[src/logic/gpio_pkg.sv]
// Package of register offsets, widths and reset values for the dual GPIO port
//
// Notes on behaviour
// - First port data latch, reset leaves it.
// - Second port data latch, reset leaves it.
// - First port direction one enables driver.
// - Second port direction one enables driver.
// - Reset clears first port direction bits.
// - Reset clears second port direction bits.
// - First port read: latch if output, else pin.
// - Second port read: latch if output, else pin.
// - Data writes always update latch.
// - Eight pull-up enables, reset to zero.
// - Pull-up only when enabled and input.
// - Enabled input pulled high, else high-impedance.
// - First port pins feed keypad interrupt inputs.
// - Selected converter channel forces analog input.
// - Unselected second port pins stay digital.
package gpio_pkg;
  localparam int port_width = 8;
  localparam int addr_width = 32;
  localparam int data_width = 32;
  // Byte addresses of the five registers, one byte each on the low lane
  localparam logic [31:0] off_a_data = 32'h0000_0000;
  localparam logic [31:0] off_b_data = 32'h0000_0001;
  localparam logic [31:0] off_a_dir = 32'h0000_0004;
  localparam logic [31:0] off_a_pue = 32'h0000_000d;
  // Second port direction address is a free choice, clear of the others
  localparam logic [31:0] off_b_dir = 32'h0000_0008;
  localparam logic [7:0] dir_reset = 8'h00;
  localparam logic [7:0] pue_reset = 8'h00;
  localparam logic [31:0] unmapped_read = 32'h0000_0000;
endpackage

[src/logic/dual_gpio_port_ab.sv]
// Two 8-bit GPIO ports, pull-ups on port A and analog override on port B, behind a Wishbone slave
//
// The implementer's own choice: the Wishbone register port.
`timescale 1ns/1ps
module dual_gpio_port_ab (
  input wire logic clk_i,
  input wire logic rst_i,
  input wire logic cyc_i,
  input wire logic stb_i,
  input wire logic we_i,
  input wire logic [31:0] adr_i,
  input wire logic [3:0] sel_i,
  input wire logic [31:0] dat_i,
  output logic [31:0] dat_o,
  output logic ack_o,
  input wire logic [7:0] port_a_pin_i,
  output logic [7:0] port_a_pin_o,
  output logic [7:0] port_a_pin_oe_o,
  output logic [7:0] port_a_pullup_o,
  output logic [7:0] keypad_interrupt_inputs_o,
  input wire logic [7:0] port_b_pin_i,
  output logic [7:0] port_b_pin_o,
  output logic [7:0] port_b_pin_oe_o,
  input wire logic [7:0] analog_channel_select_i,
  output logic [7:0] analog_channel_pins_o
);

  // ==================================================================
  // Register state
  logic [7:0] a_latch_reg;
  logic [7:0] b_latch_reg;
  logic [7:0] a_dir_reg;
  logic [7:0] b_dir_reg;
  logic [7:0] a_pue_reg;
  logic [7:0] a_meta_reg;
  logic [7:0] a_sync_reg;
  logic [7:0] b_meta_reg;
  logic [7:0] b_sync_reg;
  logic [7:0] sel_meta_reg;
  logic [7:0] sel_sync_reg;
  logic ack_reg;
  logic [31:0] rdata_reg;

  // ==================================================================
  // Bus decode
  // Single-cycle ack: a fresh request is answered one edge after it appears
  wire req = cyc_i && stb_i && !ack_reg;
  wire wr_lane0 = req && we_i && sel_i[0];
  wire hit_a_data = (adr_i == gpio_pkg::off_a_data);
  wire hit_b_data = (adr_i == gpio_pkg::off_b_data);
  wire hit_a_dir = (adr_i == gpio_pkg::off_a_dir);
  wire hit_b_dir = (adr_i == gpio_pkg::off_b_dir);
  wire hit_a_pue = (adr_i == gpio_pkg::off_a_pue);

  // ==================================================================
  // Read data mux
  // latch or pin
  wire [7:0] a_read = (a_dir_reg & a_latch_reg) | (~a_dir_reg & a_sync_reg);
  wire [7:0] b_read = (b_dir_reg & b_latch_reg) | (~b_dir_reg & b_sync_reg);
  wire [7:0] rd_byte = hit_a_data ? a_read :
                       hit_b_data ? b_read :
                       hit_a_dir ? a_dir_reg :
                       hit_b_dir ? b_dir_reg :
                       hit_a_pue ? a_pue_reg : 8'h00;
  wire any_hit = hit_a_data || hit_b_data || hit_a_dir || hit_b_dir || hit_a_pue;
  wire [31:0] rdata_next = any_hit ? {24'h000000, rd_byte} : gpio_pkg::unmapped_read;

  // ==================================================================
  // Data latches; no reset, contents survive it
  // latch always written
  always_ff @(posedge clk_i) begin
    if (wr_lane0 && hit_a_data) begin
      a_latch_reg <= dat_i[7:0];
    end
    if (wr_lane0 && hit_b_data) begin
      b_latch_reg <= dat_i[7:0];
    end
  end

  // Direction and pull-up registers
  // reset clears
  always_ff @(posedge clk_i) begin
    if (rst_i) begin
      a_dir_reg <= gpio_pkg::dir_reset;
      b_dir_reg <= gpio_pkg::dir_reset;
      a_pue_reg <= gpio_pkg::pue_reset;
    end else begin
      if (wr_lane0 && hit_a_dir) begin
        a_dir_reg <= dat_i[7:0];
      end
      if (wr_lane0 && hit_b_dir) begin
        b_dir_reg <= dat_i[7:0];
      end
      if (wr_lane0 && hit_a_pue) begin
        a_pue_reg <= dat_i[7:0];
      end
    end
  end

  // Two-flop synchronisers for pins and the converter select
  // synchronous sampling
  always_ff @(posedge clk_i) begin
    if (rst_i) begin
      a_meta_reg <= 8'h00;
      a_sync_reg <= 8'h00;
      b_meta_reg <= 8'h00;
      b_sync_reg <= 8'h00;
      sel_meta_reg <= 8'h00;
      sel_sync_reg <= 8'h00;
    end else begin
      a_meta_reg <= port_a_pin_i;
      a_sync_reg <= a_meta_reg;
      b_meta_reg <= port_b_pin_i;
      b_sync_reg <= b_meta_reg;
      sel_meta_reg <= analog_channel_select_i;
      sel_sync_reg <= sel_meta_reg;
    end
  end

  // Bus answer
  always_ff @(posedge clk_i) begin
    if (rst_i) begin
      ack_reg <= 1'b0;
      rdata_reg <= 32'h0000_0000;
    end else begin
      ack_reg <= req;
      rdata_reg <= req ? rdata_next : rdata_reg;
    end
  end

  // ==================================================================
  // Pin drive
  assign dat_o = rdata_reg;
  assign ack_o = ack_reg;
  assign port_a_pin_oe_o = a_dir_reg;
  assign port_a_pin_o = a_latch_reg;
  assign port_a_pullup_o = a_pue_reg & ~a_dir_reg;
  // synchronised pins go to the keypad block, which applies its own enables
  assign keypad_interrupt_inputs_o = a_sync_reg;
  // selected channel forced to input, others digital
  assign port_b_pin_oe_o = b_dir_reg & ~sel_sync_reg;
  assign port_b_pin_o = b_latch_reg;
  assign analog_channel_pins_o = sel_sync_reg;

  // ==================================================================
  // Assertions
  // These watch only what the block itself drives; the bench's signals
  // appear as causes of implications and, through $past, in the write, select and synchroniser checks

  // Qualifier for checks that look back across a reset release
  logic past_valid_reg;
  always_ff @(posedge clk_i) begin
    past_valid_reg <= !rst_i;
  end

  // Latch-written flags; the latches power up unknown, so the
  // keep-through-reset checks only start once software gave a value.
  // They are never reset on purpose: a mid-run reset must still be watched.
  logic a_set_reg = 1'b0;
  logic b_set_reg = 1'b0;
  always_ff @(posedge clk_i) begin
    if (wr_lane0 && hit_a_data) begin
      a_set_reg <= 1'b1;
    end
    if (wr_lane0 && hit_b_data) begin
      b_set_reg <= 1'b1;
    end
  end
endmodule

[config.mk]
export PLATFORM = sky130hd
export DESIGN_NAME = dual_gpio_port_ab
export DESIGN_NICKNAME = d
export VERILOG_FILES = /design/src/logic/gpio_pkg.sv /design/src/logic/dual_gpio_port_ab.sv
export SDC_FILE = /design/constraint.sdc
export NUM_CORES = 1
export LEC_CHECK = 0
export ABC_AREA = 1
export BUFFER_PORTS_ARGS = -buffer_cell sky130_fd_sc_hd__buf_2
export CORE_MARGIN = 5
export CORE_UTILIZATION = 51
export DETAILED_ROUTE_END_ITERATION = 10
export PLACE_DENSITY = 0.85
export SLEW_MARGIN = 20
export SYNTH_ARGS = -nofsm -noshare
export SYNTH_HDL_FRONTEND = slang
export SYNTH_SLANG_ARGS = --single-unit
[constraint.sdc]
create_clock -name clk_i -period 5.55 [get_ports clk_i]
set_clock_uncertainty 0.1 [all_clocks]
set_input_delay 0.8325 -clock clk_i [delete_from_list [all_inputs] [get_ports clk_i]]
set_output_delay 0.8325 -clock clk_i [all_outputs]
set_load 0.05 [all_outputs]
==> results of run 1 <==
through the flow:
stage | total power, mW | hold WS [ns]
finish | 1.298 | 0.3036
global route | 1.348 | 0.3204
CTS | 1.305 | 0.3030
detailed placement | 0.8773 | 0.2916
global placement | 0.8747 | 0.2885
floorplan | 0.8501 | 0.2883
area by class of cell:
| cell class | count | area [µm²] | area share (%) |
|---|---|---|---|
| Clock buffer | 10 | 148.9 | 2.959 |
| Clock inverter | 6 | 40.04 | 0.7958 |
| Tap cell | 105 | 131.4 | 2.611 |
| Timing Repair Buffer | 136 | 685.7 | 13.63 |
| Inverter | 81 | 304.0 | 6.043 |
| Sequential cell | 97 | 2102 | 41.78 |
| Multi-Input combinational cell | 330 | 1619 | 32.18 |
report_power, final:
| group | leakage [nW] | switching (mW) | internal, mW |
|---|---|---|---|
| clock | 0.0976 | 0.246 | 0.190 |
| sequential | 0.807 | 0.00536 | 0.730 |
| combinational | 1.57 | 0.0942 | 0.0319 |
| total | 2.47 | 0.346 | 0.952 |
how the worst max path moves through the flow:
| stage | start | to | slack (ns) | cells after the start |
|---|---|---|---|---|
| after floorplan | cyc_i | port_a_pin_o[0]$_DFFE_PP_ | 2.85 | 5 |
| after global placement | cyc_i | port_b_pin_o[4]$_DFFE_PP_ | 2.23 | 5 |
| after detailed placement | stb_i | port_b_pin_o[0]$_DFFE_PP_ | 2.23 | 5 |
| after CTS | stb_i | port_b_pin_o[0]$_DFFE_PP_ | 2.59 | 5 |
| after global routing | stb_i | port_b_pin_o[7]$_DFFE_PP_ | 2.77 | 5 |
| final | stb_i | port_b_pin_o[0]$_DFFE_PP_ | 2.95 | 5 |
cells in the mapped netlist, drive strengths merged:
master    n  area [µm²]
nor2    115       498.0
nand2    96       377.9
dfxtp    81        1622
inv      80       300.3
nand3    37       197.7
buf      28       221.5
a21oi    23       118.9
a211oi   16       200.2
edfxtp   16       480.5
clkbuf   10       37.54
o21ai     8       40.04
mux2i     7       70.07
nor3      3       15.01
clkinv    1       3.750
conb      1       3.750
nand4     1       6.260
kinds of logic (layout without fill, tap and decap cells):
family / count (synthesis) / count (layout) / share of synthesized area [%]
AO/OA/AOI/OAI: 47 / 47 / 8.565
AND/OR/NAND/NOR: 252 / 252 / 26.11
buffers and inverters: 119 / 233 / 13.43
flip-flops: 97 / 97 / 50.13
other: 1 / 24 / 0.08944
multiplexers: 7 / 7 / 1.671
worst max-delay path, delay by kind of cell:
family                 cells  cell delay [ns]
buffers and inverters      1             0.08
and+or+nand+nor            4             1.58
layer usage:
metal | global-route usage, % | vias to the layer above
li1 | - | 1831
met1 | 22.78 | 1639
met2 | 34.03 | 159
met3 | 3.875 | 20
met4 | 8.705 | 0
met5 | 0 | -
==> reports/results.txt, run 1 <==
PD cells - 257.9 mW/mm²
Worst VDD drop - 277.0 µV
H-Tree Depth - 3
Layout Nets - 752
Mapped cell area - 0.004193 mm²
CTS Sinks - 97
Die span in y - 100.7 µm
RSZ-0062 raised after global routing - false
Initial antenna violation count - 0
Worst slack at placement - 2.225 ns
CP Launch Type - primary input
Root Buffer - clkbuf_8
Core ar. - 0.008093 mm²
Antenna viol nets, final - 0
Worst-path clk slew - 0.09 ns
Initial Utilization - 51.81%
Setup TNS - 0 ns
Critical path required time - 5.45 ns
Leakage - 2.473 nW
FMAX - 0.3849 GHz
FF+latch count, synth - 97
Hold path endpoint - analog_channel_pins_o[6]$_SDFF_PP0_
Post-route setup slack - 2.952 ns
Port bufs - 134
Post-synthesis cell type count - 25
Quantity of hold-fixing buffers added after cts - 0
Mapped Cells - 523
Final Hold Fails - 0
Seq/Total Area, Yosys - 50.13%
Commonest non-fill, non-tap cell in the layout - buf_2
N_diodes - 0
Gpl congestion - 0.8527
Post-CTS Resized - 0
First-pass GRT wire length - 15710 µm
DRC Markers - 0
Die width - 100.7 µm
Average wire per standard cell - 13.02 µm
Area grow syn2layout - 19.99%
Reg2reg end - port_b_pin_o[0]$_DFFE_PP_
Setup CP Type - in2reg
Fin area - 0.005031 mm²
TritonCTS clock tree - yes
Worst-margin pin slew - 0.9050 ns
Largest net degree at the start of global routing - 82
Worst Reg-to-Reg Cells - 3
Site Rows - 33
Register-to-register setup slack - 3.21 ns
Crit-path max FO - 13
Crit-path slowest cell - nor3_2
Gr ovfl total - 0
HP Class - reg2reg
CP cell instances - buf_2 > nand2_1 > nor2_4 > nand3_1 > nor3_2
Setup violators final - 0
Post-CTS setup buffers - 0
Hold Crit Start - sel_meta_reg[6]$_SDFF_PP0_
Worst setup EP type - flop
Initial DRC count - 179
Outcome - finished clean
DPL Wire Length - 7612 µm
Worst-skew pair later-pin latency - 0.36 ns
Via count - 3649
Non-Filler Instances - 765
Worst r2r src - ack_o$_SDFF_PP0_
WL met2 - 4976 µm
Slew HR - 39.67%
WL met1 - 3852 µm
Top Metal Used - met4
Largest stage delay, worst path - 0.75 ns
# Max-Cap Violations - 0
Commonest cells after routing, fill and taps aside - buf_2 (134), nor2_1 (104), nand2_1 (91)
Avg Inst Size Synth - 8.017 µm²
Met3 routed WL - 927 µm
Vias in the first global route - 3534
CTS max path bufs - 2
Final period utilization - 46.81%
Layout cells sized above 1 - 29.09%
Final Util - 62.17%
Gr usage total - 19.41%
DP Area - 0.004837 mm²
Worst hold path stage count - 2
Dpl cells - 749
Minimum clock period - 2.598 ns
Fin. max-slew vios - 0
Drt pass-1 iters - 5
YS warnings - 0
I/O pin cnt - 186
Routed Wire Length - 9959 µm
Worst path arrival time - 2.50 ns
Die area - 0.01013 mm²
Cts bufs inserted - 9
Via density - 4.770
Filler cells - 721
(Power assumes the default switching activity.)
==> inputs of run 2 (changes only) <==
- CORE_UTILIZATION: 51 -> 43
- PLACE_DENSITY: 0.85 -> 0.77
- clock period: 5.55 -> 2.3 ns (I/O delays scaled with it)
==> reports/results.txt, run 2 (synthesized netlist as in run 1, its figures left out) <==
Site Rows - 36 (was 33)
Hold Crit Start - analog_channel_select_i[7] (was sel_meta_reg[6]$_SDFF_PP0_)
Worst path arrival time - 1.89 ns (was 2.50 ns)
Worst VDD drop - 419.2 µV (was 277.0 µV)
Initial DRC count - 171 (was 179)
Dpl cells - 781 (was 749)
Via count - 3661 (was 3649)
Root Buffer - clkbuf_8 (unchanged)
Sw Pwr - 0.8348 mW (was 0.3455 mW)
WP depth - 6 (was 5)
DPL Wire Length - 8014 µm (was 7612 µm)
Cts bufs inserted - 9 (unchanged)
DRC Markers - 0 (unchanged)
CP top delay family - simple AND/OR/NAND/NOR gates (unchanged)
Non-Filler Instances - 797 (was 765)
Worst hold path stage count - 3 (was 2)
Final Hold Fails - 0 (unchanged)
CP most frequent cell - nor2_4
PD cells - 633.6 mW/mm² (was 257.9 mW/mm²)
Die area - 0.01183 mm² (was 0.01013 mm²)
Initial Utilization - 43.50% (was 51.81%)
Worst setup EP type - flop (unchanged)
Fin. max-slew vios - 0 (unchanged)
Quantity of hold-fixing buffers added after cts - 0 (unchanged)
First-pass GRT wire length - 16160 µm (was 15710 µm)
Worst-margin pin slew - 0.5363 ns (was 0.9050 ns)
Final Util - 53.21% (was 62.17%)
Setup violators final - 0 (unchanged)
Gpl congestion - 0.8395 (was 0.8527)
Post-CTS Resized - 0 (unchanged)
Port bufs - 134 (unchanged)
Leakage - 2.512 nW (was 2.473 nW)
Crit-path slowest cell - dfxtp_1 (was nor3_2)
Post-CTS setup buffers - 0 (unchanged)
Commonest cells after routing, fill and taps aside - buf_2 (133), nor2_1 (104), nand2_1 (91) (was buf_2 (134), nor2_1 (104), nand2_1 (91))
DP Area - 0.004917 mm² (was 0.004837 mm²)
Gr ovfl total - 0 (unchanged)
Layout Nets - 756 (was 752)
Area grow syn2layout - 22.32% (was 19.99%)
Worst r2r src - ack_o$_SDFF_PP0_ (unchanged)
Largest net degree at the start of global routing - 48 (was 82)
Setup TNS - 0 ns (unchanged)
Worst Reg-to-Reg Cells - 6 (was 3)
Switching Share - 25.69% (was 26.63%)
CTS max path bufs - 2 (unchanged)
CTS Sinks - 97 (unchanged)
Core ar. - 0.009639 mm² (was 0.008093 mm²)
Largest stage delay, worst path - 0.34 ns (was 0.75 ns)
HP Class - in2reg (was reg2reg)
N_diodes - 0 (unchanged)
Crit-path max FO - 8 (was 13)
Flop pwr share - 54.6% (was 56.7%)
Slew HR - 64.12% (was 39.67%)
Logic pwr share - 9.6% (was 9.7%)
Antenna viol nets, final - 0 (unchanged)
RSZ-0062 raised after global routing - false (unchanged)
Commonest non-fill, non-tap cell in the layout - buf_2 (unchanged)
Worst-skew pair later-pin latency - 0.36 ns (about the same)
Outcome - finished clean (unchanged)
Internal power - 2.414 mW (was 0.9520 mW)
Minimum clock period - 1.694 ns
Die width - 108.7 µm (was 100.7 µm)
# Max-Cap Violations - 0 (unchanged)
CP Launch Type - flop (was primary input)
Final period utilization - 73.66%
TritonCTS clock tree - yes (unchanged)
Clock Power Share - 35.8% (was 33.6%)
Worst-path clk slew - 0.09 ns (about the same)
Via density - 4.593 (was 4.770)
I/O pin cnt - 186 (unchanged)
Layout cells sized above 1 - 29.37% (was 29.09%)
Critical path required time - 2.49 ns (was 5.45 ns)
Drt pass-1 iters - 4 (was 5)
Critical path origin - ack_o$_SDFF_PP0_ (was stb_i)
Average wire per standard cell - 12.81 µm (was 13.02 µm)
Die span in y - 108.7 µm (was 100.7 µm)
Vias in the first global route - 3627 (was 3534)
CP cell instances - nor2_4 > nand3_1 > buf_4 > nor2_4 > nand2_1 > a21oi_1 (was buf_2 > nand2_1 > nor2_4 > nand3_1 > nor3_2)
Routed Wire Length - 10210 µm (was 9959 µm)
WP buf/inv - 1 (unchanged)
Fin area - 0.005129 mm² (was 0.005031 mm²)
Initial antenna violation count - 0 (unchanged)
FMAX - 0.5902 GHz
Setup CP Type - reg2reg (was in2reg)
Gr usage total - 17.40% (was 19.41%)
H-Tree Depth - 3 (unchanged)
run 2: cell count changes in the layout (fill, tap and decap cells not counted), sizes merged:
| cell | before | now |
|---|---|---|
| buf | 136 | 140 |
| bufinv | 0 | 1 |
| clkinv | 5 | 4 |
| clkinvlp | 1 | 0 |
| inv | 81 | 82 |
run 2: layout make-up:
| cell class | count | area (µm²) |
|---|---|---|
| Fill cell | 930 | 4511 |
| Sequential cell | 97 | 2102 |
| Multi-Input combinational cell | 330 | 1614 |
| Timing Repair Buffer | 140 | 730.7 |
| Inverter | 81 | 304.0 |
| Tap cell | 133 | 166.4 |
| Clock buffer | 10 | 148.9 |
| Clock inverter | 6 | 62.56 |
run 2: final timing paths:
check                                          to  slack [ns]
setup / recovery  port_a_pin_oe_o[4]$_SDFFE_PP0P_        0.61
hold / removal         sel_meta_reg[7]$_SDFF_PP0_        0.08
setup reg to reg  port_a_pin_oe_o[4]$_SDFFE_PP0P_        0.61
hold reg to reg          b_sync_reg[6]$_SDFF_PP0_        0.30
run 2: worst register-to-register path: stages, from the launching register on:
cell and delay (ns):
dfxtp_1 0.34, nor2_4 0.12, nand3_1 0.32, buf_4 0.30
nor2_4 0.21, nand2_1 0.09, a21oi_1 0.15
run 2: routing by layer:
metal | vias up | GRT usage, % | share of wire [%]
met5 | - | 0 | 0
met4 | 0 | 7.935 | 2.0
met3 | 19 | 3.612 | 8.3
met2 | 152 | 31.02 | 50
met1 | 1653 | 19.94 | 40
li1 | 1837 | - | -
run 2: power groups by stage:
| stage | clock network (mW) | registers, mW | logic, mW |
|---|---|---|---|
| 2_1_floorplan | 0 | 1.85 | 0.198 |
| 3_3_place_gp | 0 | 1.81 | 0.307 |
| 3_5_place_dp | 0 | 1.81 | 0.312 |
| 4_1_cts | 1.19 | 1.77 | 0.313 |
| 5_1_grt | 1.27 | 1.78 | 0.340 |
| 6_report | 1.16 | 1.77 | 0.312 |
run 2: per-stage QoR:
step | worst slack, ns | hold WS (ns) | power, mW
after global routing | 0.4848 | 0.06862 | 3.390
final | 0.6058 | 0.07738 | 3.249
after floorplan | -0.07611 | 0.2883 | 2.051
after CTS | 0.6120 | 0.06239 | 3.281
after global placement | 0.4025 | 0.2886 | 2.119
after detailed placement | 0.2940 | 0.2967 | 2.126
==> inputs of run 3 (changes only) <==
- ABC_AREA: 1 -> 0
- CORE_UTILIZATION: 43 -> 42
- PLACE_DENSITY: 0.77 -> 0.76
- clock period: 2.3 -> 1.4 ns (I/O delays scaled with it)
==> reports/results.txt, run 3 <==
Largest net degree at the start of global routing - 26 (was 48)
Gr busiest metal - met2 (unchanged)
Internal power - 4.230 mW (was 2.414 mW)
Post-route setup slack - -0.2717 ns (was 0.6058 ns)
Minimum clock period - 1.672 ns (was 1.694 ns)
FF+latch count, synth - 97 (unchanged)
CP Launch Type - flop (unchanged)
Cts bufs inserted - 9 (unchanged)
YS warnings - 0 (unchanged)
End of the critical path - port_a_pin_o[0]$_DFFE_PP_ (was port_a_pin_oe_o[4]$_SDFFE_PP0P_)
Leading post-synthesis cells by cell area - dfxtp_1 (41%), edfxtp_1 (12%), nor2b_1 (10%) (was dfxtp_1 (39%), edfxtp_1 (11%), nor2_1 (9.3%))
Logic pwr share - 12.5% (was 9.6%)
Flop pwr share - 51.7% (was 54.6%)
Setup TNS - -10.35 ns (was 0 ns)
Met3 Usage GRT - 4.379% (was 3.612%)
Sw Pwr - 1.403 mW (was 0.8348 mW)
DPL Wire Length - 8118 µm (was 8014 µm)
Largest area contributor in the netlist - dfxtp_1 (unchanged)
Final period utilization - 119.4% (was 73.66%)
Die area - 0.01153 mm² (was 0.01183 mm²)
PD cells - 972.1 mW/mm² (was 633.6 mW/mm²)
Leakage - 2.647 nW (was 2.512 nW)
Reg2reg end - port_a_pin_o[0]$_DFFE_PP_ (was port_a_pin_oe_o[4]$_SDFFE_PP0P_)
TritonCTS clock tree - yes (unchanged)
N_diodes - 0 (unchanged)
Via count - 3343 (was 3661)
Outcome - complete, but fails checks (was finished clean)
Critical path required time - 1.37 ns (was 2.49 ns)
Worst-skew pair later-pin latency - 0.36 ns (about the same)
Core ar. - 0.009240 mm² (was 0.009639 mm²)
H-Tree Depth - 3 (unchanged)
Worst VDD drop - 740.0 µV (was 419.2 µV)
Worst-path clk slew - 0.10 ns (was 0.09 ns)
Crit-path max FO - 4 (was 8)
Most common cell in the netlist - dfxtp_1 (was nor2_1)
Gr usage total - 19.08% (was 17.40%)
DP Area - 0.004967 mm² (was 0.004917 mm²)
Mapped cell area - 0.003983 mm² (was 0.004193 mm²)
Switching Share - 24.91% (was 25.69%)
Hold Crit Start - rst_i (was analog_channel_select_i[7])
WP depth - 5 (was 6)
Worst Reg-to-Reg Cells - 5 (was 6)
Failing checks - setup timing
Met1 usage - 22.60% (was 19.94%)
Initial Utilization - 43.10% (was 43.50%)
Commonest cells after routing, fill and taps aside - buf_2 (115), dfxtp_1 (50), nor2b_1 (48) (was buf_2 (133), nor2_1 (104), nand2_1 (91))
Root Buffer - clkbuf_8 (unchanged)
Clock Power Share - 35.8% (about the same)
Setup CP Type - reg2reg (unchanged)
Fin. max-slew vios - 0 (unchanged)
Layout cells sized above 1 - 45.53% (was 29.37%)
Worst r2r src - ack_o$_SDFF_PP0_ (unchanged)
Slew HR - 41.68% (was 64.12%)
HP Class - in2reg (unchanged)
Synth top area share - 40.72% (was 38.68%)
Crit-path slowest cell - dfxtp_4 (was dfxtp_1)
Global-route met2 utilization - 33.24% (was 31.02%)
Synth Flop Type - dfxtp_1 (unchanged)
Gr ovfl total - 0 (unchanged)
FMAX - 0.5982 GHz (was 0.5902 GHz)
Critical path origin - ack_o$_SDFF_PP0_ (unchanged)
Initial antenna violation count - 0 (unchanged)
CTS Sinks - 97 (unchanged)
Site Rows - 35 (was 36)
Layout Nets - 663 (was 756)
DRC Markers - 0 (unchanged)
Worst path arrival time - 1.64 ns (was 1.89 ns)
Die width - 107.4 µm (was 108.7 µm)
First-pass GRT wire length - 17230 µm (was 16160 µm)
RSZ-0062 raised after global routing - true (was false)
Worst setup EP type - flop (unchanged)
Port bufs - 134 (unchanged)
Initial DRC count - 210 (was 171)
Area grow syn2layout - 45.49% (was 22.32%)
Vias in the first global route - 3460 (was 3627)
Fin area - 0.005794 mm² (was 0.005129 mm²)
Setup violators final - 49 (was 0)
Post-synthesis cell type count - 36 (was 25)
Worst slack at placement - -0.4650 ns (was 0.2940 ns)
Seq/Total Area, Yosys - 52.78% (was 50.13%)
Number of synthesized flops with an enable pin - 16 (unchanged)
Commonest non-fill, non-tap cell in the layout - buf_2 (unchanged)
Drt pass-1 iters - 4 (unchanged)
Final Hold Fails - 0 (unchanged)
Average wire per standard cell - 16.07 µm (was 12.81 µm)
Largest stage delay, worst path - 0.35 ns (was 0.34 ns)
CP cell instances - and3b_1 > and3_4 > nand2_4 > nor4_4 > buf_4 (was nor2_4 > nand3_1 > buf_4 > nor2_4 > nand2_1 > a21oi_1)
Synth async-reset ratio - 0% (unchanged)
CP top delay family - simple AND/OR/NAND/NOR gates (unchanged)
Register-to-register setup slack - -0.27 ns (was 0.61 ns)
CTS max path bufs - 2 (unchanged)
Gpl congestion - 0.8132 (was 0.8395)
WP buf/inv - 1 (unchanged)
Avg Inst Size Synth - 10.82 µm² (was 8.017 µm²)
Mapped Cells - 368 (was 523)
Die span in y - 107.4 µm (was 108.7 µm)
I/O pin cnt - 186 (unchanged)
Worst hold path stage count - 3 (unchanged)
Post-synth top cells - dfxtp_1 (81), nor2b_1 (65), nand2b_1 (34) (was nor2_1 (104), nand2_1 (91), dfxtp_1 (81))
Hold WS - 0.2252 ns (was 0.07738 ns)
Via density - 4.776 (was 4.593)
# Max-Cap Violations - 0 (unchanged)
Antenna viol nets, final - 0 (unchanged)
Worst-margin pin slew - 0.8716 ns (was 0.5363 ns)
Routed Wire Length - 11250 µm (was 10210 µm)
-- run 3: cell count changes after synthesis, sizes merged, moves of 7 or more --
cell    before  now
o21ai        8   17
nand2       96   10
mux2i        7   31
inv         80    1
a221oi       0    8
a21oi       23   10
nand2b       0   34
a211oi      16    0
nor2b        0   65
nor2       115   10
o31ai        0    7
nand3       37    0
or3b         0    7
nor4         0    7
-- run 3: cell type report --
type | instances | area, µm²
Clock buffer | 10 | 137.6
Sequential cell | 97 | 2151
Inverter | 1 | 3.754
Clock inverter | 6 | 87.58
Timing Repair Buffer | 208 | 1458
Tap cell | 129 | 161.4
Multi-Input combinational cell | 249 | 1795
Fill cell | 762 | 3446
-- run 3: worst min-delay path by stage --
stage                                                endpoint
final                               a_pue_reg[7]$_SDFFE_PP0P_
after floorplan                     port_a_pin_o[0]$_DFFE_PP_
after detailed placement             b_meta_reg[0]$_SDFF_PP0_
after global placement    analog_channel_pins_o[7]$_SDFF_PP0_
after CTS                                    ack_o$_SDFF_PP0_
after global routing                    dat_o[7]$_SDFFE_PP0P_
-- run 3: tightest hold or removal path, cell delays in order --
cell      delay, ns
buf_2          0.20
nand2b_1       0.14
mux2i_1        0.07
-- run 3: cells by family after synthesis --
group / Yosys count / synth area share [%]
simple gates: 148 / 24.07
flops: 97 / 52.78
buf+inv: 45 / 7.791
compound gates: 43 / 6.692
mux: 33 / 8.357
xor+xnor: 1 / 0.2200
other cells: 1 / 0.09416
-- run 3: what timing repair did --
action / CTS / global route
hold buffers: 32 / 0
pin swaps: 9 / 4
endpoints found under the setup margin: 66 / 65
resized for setup: 38 / 30
endpoints found under the hold margin: 40 / 0
buffers inserted: 5 / 9
-- run 3: metal layers --
layer	vias to the layer above	wire [µm]
li1	1612	-
met1	1564	4442
met2	152	5518
met5	-	0
met3	15	1090
met4	0	195
-- run 3: power by group through the flow --
stage | logic [mW] | registers [mW] | clock network, mW
2_1_floorplan | 0.386 | 3.04 | 0
3_3_place_gp | 0.595 | 2.98 | 0
3_5_place_dp | 0.609 | 2.98 | 0
4_1_cts | 0.684 | 2.92 | 2.07
5_1_grt | 0.754 | 2.92 | 2.17
6_report | 0.706 | 2.91 | 2.02
-- run 3: per-stage QoR --
stage	total power, mW	instances	util [%]
floorplan	3.429	391	-
CTS	5.665	691	60.97
global placement	3.575	641	53.76
global route	5.845	700	62.71
finish	5.633	700	62.71
detailed placement	3.589	641	53.76
